File: src/intc_pkg.sv
`default_nettype none
package intc_pkg;

    localparam int NUM_EXT = 5;
    localparam int NUM_LVL = 16;
    localparam int LVL_W = 4;
    localparam int DATA_W = 32;
    localparam int ADDR_W = 8;
    localparam int HW_ERR_W = 8;
    localparam int FILTER_CYCLES = 2;

    // Register byte offsets
    localparam logic [ADDR_W-1:0] OFF_PENDING = 8'h00;
    localparam logic [ADDR_W-1:0] OFF_MASK = 8'h04;
    localparam logic [ADDR_W-1:0] OFF_CLEAR = 8'h08;
    localparam logic [ADDR_W-1:0] OFF_SHAPE = 8'h0C;
    localparam logic [ADDR_W-1:0] OFF_STATUS = 8'h10;

    // Reset values
    localparam logic [NUM_LVL-1:0] MASK_RESET = 16'h7FFE;
    localparam logic [DATA_W-1:0] SHAPE_RESET = 32'h0000_0000;

    // Shape register fields
    localparam int SHP_POL_LSB = 0;
    localparam int SHP_EDGE_LSB = 5;
    localparam int SHP_ACK_EN_BIT = 10;
    localparam int SHP_ACK_SEL_LSB = 11;
    localparam int SHP_ACK_SEL_W = 3;
    localparam int SHP_USED_W = 14;

    // Status register fields
    localparam int STS_LVL_LSB = 0;
    localparam int STS_HALT_BIT = 4;

    // Interrupt levels of each source
    localparam logic [LVL_W-1:0] LVL_WDOG = 4'hF;
    localparam logic [LVL_W-1:0] LVL_EXT4 = 4'hE;
    localparam logic [LVL_W-1:0] LVL_RTC = 4'hD;
    localparam logic [LVL_W-1:0] LVL_GPT = 4'hC;
    localparam logic [LVL_W-1:0] LVL_EXT3 = 4'hB;
    localparam logic [LVL_W-1:0] LVL_EXT2 = 4'hA;
    localparam logic [LVL_W-1:0] LVL_DMA_TMO = 4'h9;
    localparam logic [LVL_W-1:0] LVL_DMA_ERR = 4'h8;
    localparam logic [LVL_W-1:0] LVL_SER_ERR = 4'h7;
    localparam logic [LVL_W-1:0] LVL_MEM_CORR = 4'h6;
    localparam logic [LVL_W-1:0] LVL_SER_B = 4'h5;
    localparam logic [LVL_W-1:0] LVL_SER_A = 4'h4;
    localparam logic [LVL_W-1:0] LVL_EXT1 = 4'h3;
    localparam logic [LVL_W-1:0] LVL_EXT0 = 4'h2;
    localparam logic [LVL_W-1:0] LVL_HW_ERR = 4'h1;
    localparam logic [LVL_W-1:0] LVL_NONE = 4'h0;

    // Trap type is this base in the upper nibble and the level in the lower nibble
    localparam logic [LVL_W-1:0] TT_BASE_HI = 4'h1;

    typedef struct packed {
        logic psel;
        logic penable;
        logic pwrite;
        logic [ADDR_W-1:0] paddr;
        logic [DATA_W-1:0] pwdata;
    } apb_req_t;

    typedef struct packed {
        logic [DATA_W-1:0] prdata;
        logic pready;
        logic pslverr;
    } apb_rsp_t;

    // Internal events, one-cycle pulses from on-chip logic
    typedef struct packed {
        logic wdog_timeout;
        logic rtc_tick;
        logic gpt_expiry;
        logic dma_timeout;
        logic dma_access_err;
        logic ser_err;
        logic mem_corrected;
        logic ser_b_ready;
        logic ser_a_ready;
    } evt_t;

endpackage
`default_nettype wire

File: src/ext_irq_filter.sv
`timescale 1ns/1ns
`default_nettype none
module ext_irq_filter
    import intc_pkg::*;
#(
    parameter int MIN_ACTIVE = FILTER_CYCLES
) (
    // Clock and reset
    input wire logic clk,
    input wire logic rst_n,
    // Pin and its shape
    input wire logic pin,
    input wire logic active_high,
    input wire logic edge_mode,
    // Qualified request
    output logic hit
);
    logic sync_a;
    logic sync_b;
    logic [MIN_ACTIVE-1:0] hist;
    logic qual_d;
    logic active;
    logic qual;

    assign active = active_high ? sync_b : ~sync_b;
    // Active seen on every one of the last MIN_ACTIVE cycles
    assign qual = &hist;
    // Edge mode fires once on entry to the active state
    assign hit = edge_mode ? (qual & ~qual_d) : qual;

    // Synchronisers rest high, the idle level of an active-low pin
    always_ff @(posedge clk or negedge rst_n) begin
        if (!rst_n) begin
            sync_a <= 1'b1;
            sync_b <= 1'b1;
        end else begin
            sync_a <= pin;
            sync_b <= sync_a;
        end
    end

    // History starts empty so no level request appears after reset
    always_ff @(posedge clk or negedge rst_n) begin
        if (!rst_n) begin
            hist <= '0;
            qual_d <= 1'b1;
        end else begin
            hist <= {hist[MIN_ACTIVE-2:0], active};
            qual_d <= qual;
        end
    end
endmodule
`default_nettype wire

File: src/interrupt_trap_controller.sv
// Operation
// - Fifteen asynchronous events, fixed levels 1 to 15, trap type 0x10 plus level
// - Levels 15..9: watchdog, ext4, real-time tick, timer, ext3, ext2, DMA timeout
// - Levels 8..1: DMA error, serial error, ECC, serial B, A, ext1, ext0, hw
// - Every level has a mask bit except level 15, which is never masked
// - Pending bits readable; writing one to clear register clears pending bit
// - Core acknowledge clears the pending bit chosen by the sampled trap type
// - Request level outputs carry highest-priority pending interrupt
// - Higher interrupt arriving before acknowledge replaces the lower request
// - Shape register selects active low or active high per external input
// - Shape register selects edge or level sensitivity per external input
// - One selected external input pulses ext_ack_pulse when acknowledged
// - External inputs count only after two consecutive active clock cycles
// - Edge mode sets pending only on transition into the active polarity
// - Level mode pending follows input: set while asserted, cleared after
// - Masked hardware errors interrupt; unmasked ones request halt or reset
// - Five external interrupt inputs, each at its own distinct priority
// - Per-channel serial interrupt plus one shared serial error interrupt
// - Timer, watchdog, DMA and corrected-memory events set own pending bits
//
// The APB slave port and the register addresses are this design's own decisions.
`timescale 1ns/1ns
`default_nettype none
module interrupt_trap_controller
    import intc_pkg::*;
#(
    parameter int HW_ERR_BITS = HW_ERR_W
) (
    // Clock and reset
    input wire logic clk,
    input wire logic arst_n,
    // APB slave
    input wire apb_req_t apb_req,
    output apb_rsp_t apb_rsp,
    // External interrupt pins
    input wire logic [NUM_EXT-1:0] ext_irq,
    // On-chip event sources
    input wire evt_t evt,
    input wire logic [HW_ERR_BITS-1:0] hw_err_flags,
    input wire logic [HW_ERR_BITS-1:0] hw_err_masked,
    output logic hw_err_halt_req,
    // Processor core side
    output logic [LVL_W-1:0] request_level_outputs,
    input wire logic irq_ack,
    input wire logic [7:0] ack_trap_type,
    output logic ext_ack_pulse
);
    // Level of each external input, indexed by input number
    function automatic logic [LVL_W-1:0] ext_level(input int idx);
        case (idx)
            0: ext_level = LVL_EXT0;
            1: ext_level = LVL_EXT1;
            2: ext_level = LVL_EXT2;
            3: ext_level = LVL_EXT3;
            4: ext_level = LVL_EXT4;
            default: ext_level = LVL_NONE;
        endcase
    endfunction

    // Highest set bit of a request vector; bit 0 never counts
    function automatic logic [LVL_W-1:0] top_level(
        input logic [NUM_LVL-1:0] v);
        logic [LVL_W-1:0] r;
        r = LVL_NONE;
        for (int i = 1; i < NUM_LVL; i++) begin
            if (v[i]) begin
                r = LVL_W'(i);
            end
        end
        top_level = r;
    endfunction

    logic rst_meta;
    logic rst_n;
    logic [NUM_LVL-1:0] pending;
    logic [NUM_LVL-1:0] mask;
    logic [DATA_W-1:0] shape;
    logic [NUM_LVL-1:0] next_pending;
    logic [NUM_LVL-1:0] set_vec;
    logic [NUM_LVL-1:0] follow_vec;
    logic [NUM_LVL-1:0] clear_vec;
    logic [NUM_LVL-1:0] ack_vec;
    logic [NUM_LVL-1:0] sw_clear_vec;
    logic [NUM_LVL-1:0] eligible;
    logic [NUM_EXT-1:0] ext_hit;
    logic [NUM_EXT-1:0] ext_pol;
    logic [NUM_EXT-1:0] ext_edge;
    logic [SHP_ACK_SEL_W-1:0] ack_sel;
    logic ack_en;
    logic ack_valid;
    logic [LVL_W-1:0] ack_lvl;
    logic hw_int;
    logic next_halt;
    logic next_ext_ack;
    logic [LVL_W-1:0] next_level;
    logic [DATA_W-1:0] prdata;
    logic pslverr;
    logic [DATA_W-1:0] next_prdata;

    // Reset is released through two flops
    always_ff @(posedge clk or negedge arst_n) begin
        if (!arst_n) begin
            rst_meta <= 1'b0;
            rst_n <= 1'b0;
        end else begin
            rst_meta <= 1'b1;
            rst_n <= rst_meta;
        end
    end

    // APB decode
    wire setup_ph = apb_req.psel & ~apb_req.penable;
    wire access_ph = apb_req.psel & apb_req.penable;
    wire sel_pending = apb_req.paddr == OFF_PENDING;
    wire sel_mask = apb_req.paddr == OFF_MASK;
    wire sel_clear = apb_req.paddr == OFF_CLEAR;
    wire sel_shape = apb_req.paddr == OFF_SHAPE;
    wire sel_status = apb_req.paddr == OFF_STATUS;
    wire mapped = sel_pending | sel_mask | sel_clear | sel_shape
        | sel_status;
    wire wr_en = access_ph & apb_req.pwrite & mapped;
    wire wr_mask = wr_en & sel_mask;
    wire wr_clear = wr_en & sel_clear;
    wire wr_shape = wr_en & sel_shape;

    // Zero wait states; read data and error are set up during setup
    assign apb_rsp.pready = 1'b1;
    assign apb_rsp.prdata = prdata;
    assign apb_rsp.pslverr = pslverr;

    always_comb begin
        next_prdata = '0;
        if (sel_pending) begin
            next_prdata[NUM_LVL-1:0] = pending;
        end else if (sel_mask) begin
            next_prdata[NUM_LVL-1:0] = mask;
        end else if (sel_shape) begin
            next_prdata = shape;
        end else if (sel_status) begin
            next_prdata[STS_LVL_LSB +: LVL_W] = request_level_outputs;
            next_prdata[STS_HALT_BIT] = hw_err_halt_req;
        end else begin
            // Clear register is write-only and reads as zero
            next_prdata = '0;
        end
    end

    always_ff @(posedge clk or negedge rst_n) begin
        if (!rst_n) begin
            prdata <= '0;
            pslverr <= 1'b0;
        end else if (setup_ph) begin
            prdata <= apb_req.pwrite ? '0 : next_prdata;
            pslverr <= ~mapped;
        end
    end

    // Bit 15 cannot be masked and bit 0 does not exist
    always_ff @(posedge clk or negedge rst_n) begin
        if (!rst_n) begin
            mask <= MASK_RESET;
        end else if (wr_mask) begin
            mask <= {1'b0, apb_req.pwdata[NUM_LVL-2:1], 1'b0};
        end
    end

    always_ff @(posedge clk or negedge rst_n) begin
        if (!rst_n) begin
            shape <= SHAPE_RESET;
        end else if (wr_shape) begin
            shape <= {{(DATA_W-SHP_USED_W){1'b0}},
                apb_req.pwdata[SHP_USED_W-1:0]};
        end
    end

    assign ext_pol = shape[SHP_POL_LSB +: NUM_EXT];
    assign ext_edge = shape[SHP_EDGE_LSB +: NUM_EXT];
    assign ack_en = shape[SHP_ACK_EN_BIT];
    assign ack_sel = shape[SHP_ACK_SEL_LSB +: SHP_ACK_SEL_W];

    // One filter per external input
    generate
        for (genvar g = 0; g < NUM_EXT; g++) begin : gen_ext
            ext_irq_filter #(
                .MIN_ACTIVE(FILTER_CYCLES)
            ) u_filter (
                .clk(clk),
                .rst_n(rst_n),
                .pin(ext_irq[g]),
                .active_high(ext_pol[g]),
                .edge_mode(ext_edge[g]),
                .hit(ext_hit[g])
            );
        end
    endgenerate

    // Hardware errors: masked ones interrupt, the rest request a halt
    assign hw_int = |(hw_err_flags & hw_err_masked);
    assign next_halt = |(hw_err_flags & ~hw_err_masked);

    // Source to level map
    always_comb begin
        set_vec = '0;
        follow_vec = '0;
        set_vec[LVL_WDOG] = evt.wdog_timeout;
        set_vec[LVL_RTC] = evt.rtc_tick;
        set_vec[LVL_GPT] = evt.gpt_expiry;
        set_vec[LVL_DMA_TMO] = evt.dma_timeout;
        set_vec[LVL_DMA_ERR] = evt.dma_access_err;
        set_vec[LVL_SER_ERR] = evt.ser_err;
        set_vec[LVL_MEM_CORR] = evt.mem_corrected;
        set_vec[LVL_SER_B] = evt.ser_b_ready;
        set_vec[LVL_SER_A] = evt.ser_a_ready;
        set_vec[LVL_HW_ERR] = hw_int;
        for (int i = 0; i < NUM_EXT; i++) begin
            set_vec[ext_level(i)] = ext_hit[i];
            follow_vec[ext_level(i)] = ~ext_edge[i];
        end
    end

    // Acknowledge decode: trap types 0x11..0x1F name levels 1..15
    assign ack_lvl = ack_trap_type[LVL_W-1:0];
    assign ack_valid = irq_ack && ack_trap_type[7:4] == TT_BASE_HI
        && ack_lvl != LVL_NONE;
    assign ack_vec = ack_valid ? (NUM_LVL'(1) << ack_lvl) : '0;
    assign sw_clear_vec = wr_clear ? apb_req.pwdata[NUM_LVL-1:0] : '0;
    assign clear_vec = ack_vec | sw_clear_vec;

    // A new event in the clear cycle wins; level inputs just follow the pin
    always_comb begin
        next_pending = '0;
        for (int i = 1; i < NUM_LVL; i++) begin
            if (follow_vec[i]) begin
                next_pending[i] = set_vec[i];
            end else begin
                next_pending[i] = set_vec[i]
                    | (pending[i] & ~clear_vec[i]);
            end
        end
    end

    always_ff @(posedge clk or negedge rst_n) begin
        if (!rst_n) begin
            pending <= '0;
        end else begin
            pending <= next_pending;
        end
    end

    // Masked bits stay pending but do not compete
    assign eligible = pending & ~mask;
    // Re-evaluated every cycle, so a higher arrival replaces the request
    assign next_level = top_level(eligible);

    // Pulse only when the chosen external input's level is acknowledged
    always_comb begin
        next_ext_ack = 1'b0;
        if (ack_valid && ack_en && int'(ack_sel) < NUM_EXT) begin
            next_ext_ack = ack_lvl == ext_level(int'(ack_sel));
        end
    end

    always_ff @(posedge clk or negedge rst_n) begin
        if (!rst_n) begin
            request_level_outputs <= LVL_NONE;
        end else begin
            request_level_outputs <= next_level;
        end
    end

    always_ff @(posedge clk or negedge rst_n) begin
        if (!rst_n) begin
            ext_ack_pulse <= 1'b0;
        end else begin
            ext_ack_pulse <= next_ext_ack;
        end
    end

    always_ff @(posedge clk or negedge rst_n) begin
        if (!rst_n) begin
            hw_err_halt_req <= 1'b0;
        end else begin
            hw_err_halt_req <= next_halt;
        end
    end
endmodule
`default_nettype wire

File: config.mk
export PLATFORM = sky130hd
export DESIGN_NAME = interrupt_trap_controller
export DESIGN_NICKNAME = d
export VERILOG_FILES = /design/src/intc_pkg.sv /design/src/ext_irq_filter.sv /design/src/interrupt_trap_controller.sv
export SDC_FILE = /design/constraint.sdc
export NUM_CORES = 1
export LEC_CHECK = 0
export BUFFER_PORTS_ARGS = -buffer_cell sky130_fd_sc_hd__buf_2
export CORE_AREA = 2 2 124 126
export CTS_BUF_LIST = sky130_fd_sc_hd__clkbuf_16
export DETAILED_ROUTE_END_ITERATION = 16
export DIE_AREA = 0 0 126 128
export PLACE_DENSITY_LB_ADDON = 0.2
export SYNTH_ARGS = -nofsm -noshare
export SYNTH_HDL_FRONTEND = slang
export SYNTH_SLANG_ARGS = --single-unit
File: constraint.sdc
create_clock -name clk -period 3.4 [get_ports clk]
set_input_delay 0.51 -clock clk [delete_from_list [all_inputs] [get_ports clk]]
set_output_delay 0.51 -clock clk [all_outputs]
set_load 0.02 [all_outputs]
==> tab_implementation.tex, run 1 <==
\begin{tabular}{lr}
\hline
Metric & Value \\
\hline
\multicolumn{2}{l}{\textbf{Floorplan}} \\
\# rows & 45 \\
Area of the core & 14900 µm² \\
Total die area & 16100 µm² \\
Die span in x & 126 µm \\
Boundary pin count & 124 \\
Die boundary height & 128 µm \\
Initial core utilization & 29.4\% \\
\multicolumn{2}{l}{\textbf{Global routing}} \\
Congestion Overflow GR & 0 \\
First-pass GRT wire length & 18500 µm \\
Number of antenna violations at the first check in global routing & 1 \\
GR Util All Layers & 14.9\% \\
Number of global-route vias before repair & 3340 \\
Pin count of the biggest net entering global routing & 87 \\
\multicolumn{2}{l}{\textbf{Yosys}} \\
Post-synth EDFFs & 0 \\
Synthesized-area fraction occupied by xor and xnor cells & 1.20\% \\
Largest area contributor in the synthesized netlist & dfrtp\_1 \\
Post-Synthesis Cell Area & 4370 µm² \\
Mean instance size in the synthesized netlist & 10.7 µm² \\
Share of async-settable or async-resettable flops after synthesis & 100\% \\
Share of the synthesized area in the top cell type & 36.7\% \\
Combinational family with the most area after synthesis & simple AND/OR/NAND/NOR gates \\
Leading register cell type out of synthesis & dfrtp\_1 \\
Warning count from the yosys run & 0 \\
Most area-consuming cells after synthesis & dfrtp\_1 (37\%), dfstp\_2 (17\%), mux2\_2 (7.5\%) \\
Gate Count Post-Synth & 408 \\
Multiplexer fraction of the synthesized cell area & 7.48\% \\
Area fraction in compound gates after synthesis & 14.0\% \\
Sequential cell area fraction in the yosys report & 54.1\% \\
Adder-cell share of the synthesized area & 0\% \\
Area fraction in and, or, nand and nor cells after synthesis & 17.1\% \\
Number of distinct library cells after synthesis & 55 \\
Synthesis-stage register bit count & 93 \\
\multicolumn{2}{l}{\textbf{Routing}} \\
Remaining routing DRC violations & 0 \\
Routed vias & 3331 \\
Average wire length per cell after detail routing & 16.7 µm \\
Antenna viol nets, final & 0 \\
Aggregate routed wire length & 11600 µm \\
Starting DRC count in detailed routing & 210 \\
Number of vias per cell after detailed routing & 4.81 \\
Number of iterations in the first detailed-routing pass & 4 \\
\multicolumn{2}{l}{\textbf{Worst setup path}} \\
Critical path buffer and inverter count & 2 \\
CP Class & in -> reg \\
WP depth & 6 \\
Worst path slowest cell & nor4\_4 \\
Required time worst endpoint & 3.64 ns \\
Cell type group with the largest total delay on the critical path & simple AND/OR/NAND/NOR gates \\
Cells along the critical path & buf\_2 > or4\_4 > nor4\_4 > buf\_4 > nand2\_1 > a22o\_1 \\
Register-to-Register Setup Slack & 2.00 ns \\
Worst path max stage delay & 0.65 ns \\
Worst Path Arrival & 2.41 ns \\
Reg2reg path depth & 4 \\
Highest net fanout along the worst path & 10 \\
R2R Path Start & mask[2] \\
Worst Setup Start Kind & input pin \\
Critical path startpoint & apb\_req[36] \\
Crit end category & flip-flop \\
Capture instance of the worst register-to-register path & request\_level\_outputs[0] \\
Capturing element of the worst setup path & pending[14] \\
\multicolumn{2}{l}{\textbf{CTS}} \\
Clock latency on the worst-skew pair & 0.35 ns \\
Clock tree from TritonCTS & built \\
Post-cts resize count & 0 \\
Post-CTS Setup Repair Bufs & 0 \\
Clk pin slew, worst setup/hold paths & 0.07 ns \\
Number of clock buffers inserted by TritonCTS & 9 \\
H-tree lvl count & 3 \\
Worst-case clock buffer depth & 2 \\
Clock Tree Root & clkbuf\_16 \\
\# clock sinks & 93 \\
\multicolumn{2}{l}{\textbf{Placement}} \\
DP Wirelength & 8690 µm \\
Final weighted congestion in routability-driven placement & 0.794 \\
Port Buffers & 90 \\
\multicolumn{2}{l}{\textbf{Layout}} \\
Nets & 582 \\
Most used cells in the layout excluding fill and tap cells & buf\_2 (90), nand2\_1 (65), dfrtp\_1 (63) \\
Layout overhead on the synthesized area & 21.4\% \\
Most frequent standard cell in the layout excluding fill and tap cells & buf\_2 \\
Share of cells above drive strength 1 & 35.4\% \\
Final core utilization & 35.7\% \\
\multicolumn{2}{l}{\textbf{Pwr}} \\
Power per unit of standard cell area & 473 nW/µm² \\
Total power & 2510 µW \\
Leakage power figure & 0.00239 µW \\
Peak supply drop & 265 µV \\
\multicolumn{2}{l}{\textbf{STA}} \\
Max Freq & 461 MHz \\
Setup TNS & 0 ns \\
Final slew viol count & 0 \\
Ratio of final minimum period to clock period & 63.8\% \\
Hold Fails Final Rpt & 0 \\
Maximum clock skew at final layout & 0.00499 ns \\
Slew HR & 26.2\% \\
Worst-margin pin slew & 1.11 ns \\
Endpoints failing setup & 0 \\
Post-layout min period & 2.17 ns \\
Setup repair after global routing missed its margin & false \\
\multicolumn{2}{l}{\textbf{Hold path}} \\
Path type of the worst min-delay path & in -> reg \\
\multicolumn{2}{l}{\textbf{Status}} \\
Result of the run & finished, final reports clean \\
\multicolumn{2}{l}{\textbf{Run}} \\
Max Cap Violations & 0 \\
\hline
\end{tabular}
## cell usage after synthesis, types with 6 or more instances
cell type	number
nand2b_1	9
mux2_2	29
dfrtp_1	64
buf_4	19
a22o_1	6
o22ai_1	6
dfstp_2	29
a31o_1	7
inv_1	16
o21ai_0	16
nand2_1	65
nor2b_1	15
clkbuf_1	9
a21oi_1	13
nor2_1	16
and2_1	6
## cell type report
type | count | area (µm²)
inverter | 16 | 60.1
multi-input combinational | 284 | 1810
tap | 188 | 235
fill | 1505 | 9560
timing repair buffer | 94 | 483
antenna | 1 | 2.50
sequential | 93 | 2370
clock inverter | 7 | 123
clock buffer | 9 | 225
## routing by layer
metal / up-vias / track usage (%) / wire length, µm
met5: - / 0 / 0
met1: 1612 / 21.3 / 5490
li1: 1597 / - / -
met3: 16 / 3.30 / 705
met2: 106 / 22.4 / 5150
met4: 0 / 5.37 / 230
## stage by stage
step / instance area, µm² / std cells / worst slack, ns / hold slack [ns]
finish: 5300 / 692 / 1.23 / 0.255
global route: 5300 / 691 / 1.13 / 0.247
CTS: 5300 / 691 / 1.22 / 0.246
detailed placement: 4940 / 674 / 0.868 / 0.300
global placement: 4940 / 674 / 0.865 / 0.295
floorplan: 4430 / 424 / 0.668 / 0.214
## kinds of logic (layout without fill, tap and decap cells)
family | Yosys count | count (layout)
simple gates | 145 | 145
flops | 93 | 93
compound gates | 86 | 86
buf+inv | 47 | 126
mux | 29 | 29
xor+xnor | 6 | 6
other cells | 2 | 19
## repair_timing
item	in CTS	in global routing
hold buffers	1	0
endpoints found under the setup margin	0	0
endpoints found under the hold margin	2	0
## registers in the layout (all words and copies together) (netlist names)
register and cells:
pslverr 1, gen_ext.u_filter.sync_b 5, mask 14, request_level_outputs 4
ext_ack_pulse 1, gen_ext.u_filter.sync_a 5, rst_meta 1, shape 14
rst_n 1, pending 15, prdata 16, gen_ext.u_filter.hist 10
gen_ext.u_filter.qual_d 5, hw_err_halt_req 1
## report_power, final
group | switching [µW] | total, µW | internal (µW)
registers | 34.5 | 1180 | 1140
clock network | 439 | 1160 | 722
logic | 99.8 | 167 | 67.6
## worst min-delay path by stage
| stage | start | endpoint | cells past startpoint |
|---|---|---|---|
| 6_report | ext_irq[2] | gen_ext[2].u_filter.sync_a | 1 |
| 5_1_grt | ext_irq[3] | gen_ext[3].u_filter.sync_a | 1 |
| 4_1_cts | ext_irq[4] | gen_ext[4].u_filter.sync_a | 1 |
| 3_5_place_dp | arst_n | rst_n | 1 |
| 3_3_place_gp | arst_n | rst_meta | 1 |
| 2_1_floorplan | arst_n | rst_meta | 0 |
No activity file was read; power rests on OpenSTA's default activity.
==> inputs of run 2 (changes only) <==
==> constraint.sdc (replaced) <==
create_clock -name clk -period 1.9 [get_ports clk]
set_input_delay 0.285 -clock clk [delete_from_list [all_inputs] [get_ports clk]]
set_output_delay 0.285 -clock clk [all_outputs]
set_load 0.02 [all_outputs]
==> run 2 against run 1 <==
Sequential share of layout area down 1.7 points. Power increased by 84%. Combinational power is 110% higher. Via count rose by 2.4%. Sequential power grew 77%. Register-to-register slack got worse by 1.6 ns. Sequential cell count did not move. Routed wire length grew 3.2%. Clock skew about the same. Non-clock buffer count is 18 higher. Die area unchanged. Cell count rose by 2.5%. Largest cell class unchanged.
==> tab_implementation.tex, run 2 (synthesized netlist as in run 1, its figures left out) <==
\begin{tabular}{lr}
\hline
Metric & Value \\
\hline
\multicolumn{2}{l}{\textbf{STA}} \\
Maximum clock skew at final layout & 0.00530 ns (was 0.00499 ns) \\
Ratio of final minimum period to clock period & 83.0\% \\
Slew HR & 64.2\% (was 26.2\%) \\
Setup TNS & 0 ns (unchanged) \\
Hold Fails Final Rpt & 0 (unchanged) \\
Final slew viol count & 0 (unchanged) \\
Worst-margin pin slew & 0.535 ns (was 1.11 ns) \\
Setup repair after global routing missed its margin & false (unchanged) \\
Endpoints failing setup & 0 (unchanged) \\
Max Freq & 634 MHz \\
Post-layout min period & 1.58 ns \\
\multicolumn{2}{l}{\textbf{Floorplan}} \\
Area of the core & 14900 µm² (unchanged) \\
Total die area & 16100 µm² (unchanged) \\
\# rows & 45 (unchanged) \\
Die span in x & 126 µm (unchanged) \\
Initial core utilization & 29.4\% (unchanged) \\
Die boundary height & 128 µm (unchanged) \\
Boundary pin count & 124 (unchanged) \\
\multicolumn{2}{l}{\textbf{Placement}} \\
Total cell area at the placement stage & 5140 µm² (was 4940 µm²) \\
Port Buffers & 90 (unchanged) \\
Dpl cells & 692 (was 674) \\
Final weighted congestion in routability-driven placement & 0.851 (was 0.794) \\
DP Wirelength & 9060 µm (was 8690 µm) \\
\multicolumn{2}{l}{\textbf{Layout}} \\
Layout overhead on the synthesized area & 26.1\% (was 21.4\%) \\
Max FFs per register & 16 (unchanged) \\
Nets & 600 (was 582) \\
Most frequent standard cell in the layout excluding fill and tap cells & buf\_2 (unchanged) \\
N\_diodes & 0 (was 1) \\
Most used cells in the layout excluding fill and tap cells & buf\_2 (90), nand2\_1 (65), dfrtp\_1 (63) (unchanged) \\
Share of cells above drive strength 1 & 37.0\% (was 35.4\%) \\
Leading registers by flop count & prdata x16, pending x15 (unchanged) \\
Register with the most flip-flops & prdata (unchanged) \\
Area of all placed cells without fillers & 5510 µm² (was 5300 µm²) \\
Final core utilization & 37.0\% (was 35.7\%) \\
Post-route insts no fill & 709 (was 692) \\
\multicolumn{2}{l}{\textbf{Run}} \\
Max Cap Violations & 0 (unchanged) \\
\multicolumn{2}{l}{\textbf{Worst setup path}} \\
Highest net fanout along the worst path & 15 (was 10) \\
Critical path startpoint & apb\_req[36] (unchanged) \\
CP Class & in -> reg (unchanged) \\
Worst Setup Start Kind & input pin (unchanged) \\
Required time worst endpoint & 2.14 ns (was 3.64 ns) \\
R2R Path Start & mask[2] (unchanged) \\
Crit end category & flip-flop (unchanged) \\
Worst Path Arrival & 1.81 ns (was 2.41 ns) \\
\multicolumn{2}{l}{\textbf{Pwr}} \\
Leakage power figure & 0.00252 µW (was 0.00239 µW) \\
Total power & 4600 µW (was 2510 µW) \\
Peak supply drop & 394 µV (was 265 µV) \\
Power per unit of standard cell area & 836 nW/µm² (was 473 nW/µm²) \\
\multicolumn{2}{l}{\textbf{Routing}} \\
Number of vias per cell after detailed routing & 4.81 (about the same) \\
Remaining routing DRC violations & 0 (unchanged) \\
Average wire length per cell after detail routing & 16.8 µm (was 16.7 µm) \\
Antenna viol nets, final & 0 (unchanged) \\
Aggregate routed wire length & 11900 µm (was 11600 µm) \\
Number of iterations in the first detailed-routing pass & 4 (unchanged) \\
Starting DRC count in detailed routing & 258 (was 210) \\
Routed vias & 3412 (was 3331) \\
\multicolumn{2}{l}{\textbf{CTS}} \\
Clock tree from TritonCTS & built (unchanged) \\
Post-CTS Setup Repair Bufs & 0 (unchanged) \\
H-tree lvl count & 3 (unchanged) \\
Post-cts resize count & 0 (unchanged) \\
Clock Tree Root & clkbuf\_16 (unchanged) \\
\# clock sinks & 93 (unchanged) \\
Number of clock buffers inserted by TritonCTS & 9 (unchanged) \\
Worst-case clock buffer depth & 2 (unchanged) \\
Clk pin slew, worst setup/hold paths & 0.06 ns (was 0.07 ns) \\
Clock latency on the worst-skew pair & 0.35 ns (about the same) \\
\multicolumn{2}{l}{\textbf{Global routing}} \\
Number of antenna violations at the first check in global routing & 0 (was 1) \\
Number of global-route vias before repair & 3451 (was 3340) \\
GR Util All Layers & 15.3\% (was 14.9\%) \\
Congestion Overflow GR & 0 (unchanged) \\
First-pass GRT wire length & 18900 µm (was 18500 µm) \\
Pin count of the biggest net entering global routing & 31 (was 87) \\
\multicolumn{2}{l}{\textbf{Hold path}} \\
Hold Crit Start & ext\_irq[4] (was ext\_irq[2]) \\
Path type of the worst min-delay path & in -> reg (unchanged) \\
\multicolumn{2}{l}{\textbf{Status}} \\
Result of the run & finished, final reports clean (unchanged) \\
\hline
\end{tabular}
-- run 2: cell count changes in the layout (fill, tap and decap cells not counted), moves of 2 or more --
cell / previous run / this run
buf_4: 3 / 16
buf_12: 0 / 5
clkinvlp_4: 2 / 0
inv_1: 16 / 18
-- run 2: worst max-delay path, stage by stage --
cell and delay (ns):
buf_2 0.11, or4_4 0.56, nor4_4 0.28, buf_12 0.19, a221oi_1 0.08, or2_2 0.30
-- run 2: timing repair --
item | 4_1_cts | 5_1_grt
hold buffers | 1 | 0
endpoints found under the setup margin | 0 | 0
endpoints found under the hold margin | 2 | 0
-- run 2: path summary, 6_finish.rpt --
check / end / slack, ns / cells after the start
worst max-delay path: pending[6] / 0.32 / 6
worst min-delay path: gen_ext[4].u_filter.sync_a / 0.03 / 1
worst max register to register: request_level_outputs[0] / 0.44 / 4
worst min register to register: shape[10] / 0.28 / 0
max in group asynchronous: gen_ext[4].u_filter.qual_d / 0.95 / 1
min in group asynchronous: rst_n / 0.24 / 2
-- run 2: area by class of cell --
class                      count  area (µm²)
tap                          188         235
multi-input combinational    284        1810
clock buffer                   9         225
inverter                      16        60.1
sequential                    93        2370
fill                        1483        9360
clock inverter                 7         131
timing repair buffer         112         681
-- run 2: per-stage QoR --
stage	worst slack (ns)	hold WS [ns]
after CTS	0.326	0.0182
after global placement	-0.0322	0.0704
after floorplan	0.175	-0.0106
after global routing	0.248	0.0184
final	0.323	0.0282
after detailed placement	-0.0349	0.0719
-- run 2: per-layer routing --
layer	up-vias	part of all wire [%]	GRT usage (%)
met2	103	47	24.6
met3	12	5.4	3.46
met5	-	0	0
met4	0	1.5	5.37
met1	1670	46	20.3
li1	1627	-	-
-- run 2: power by group --
part	leakage (µW)	internal, µW	switching [µW]	total [µW]
registers	0.00108	2050	41.8	2090
logic	0.00126	138	208	346
clock network	0.000180	1400	760	2170
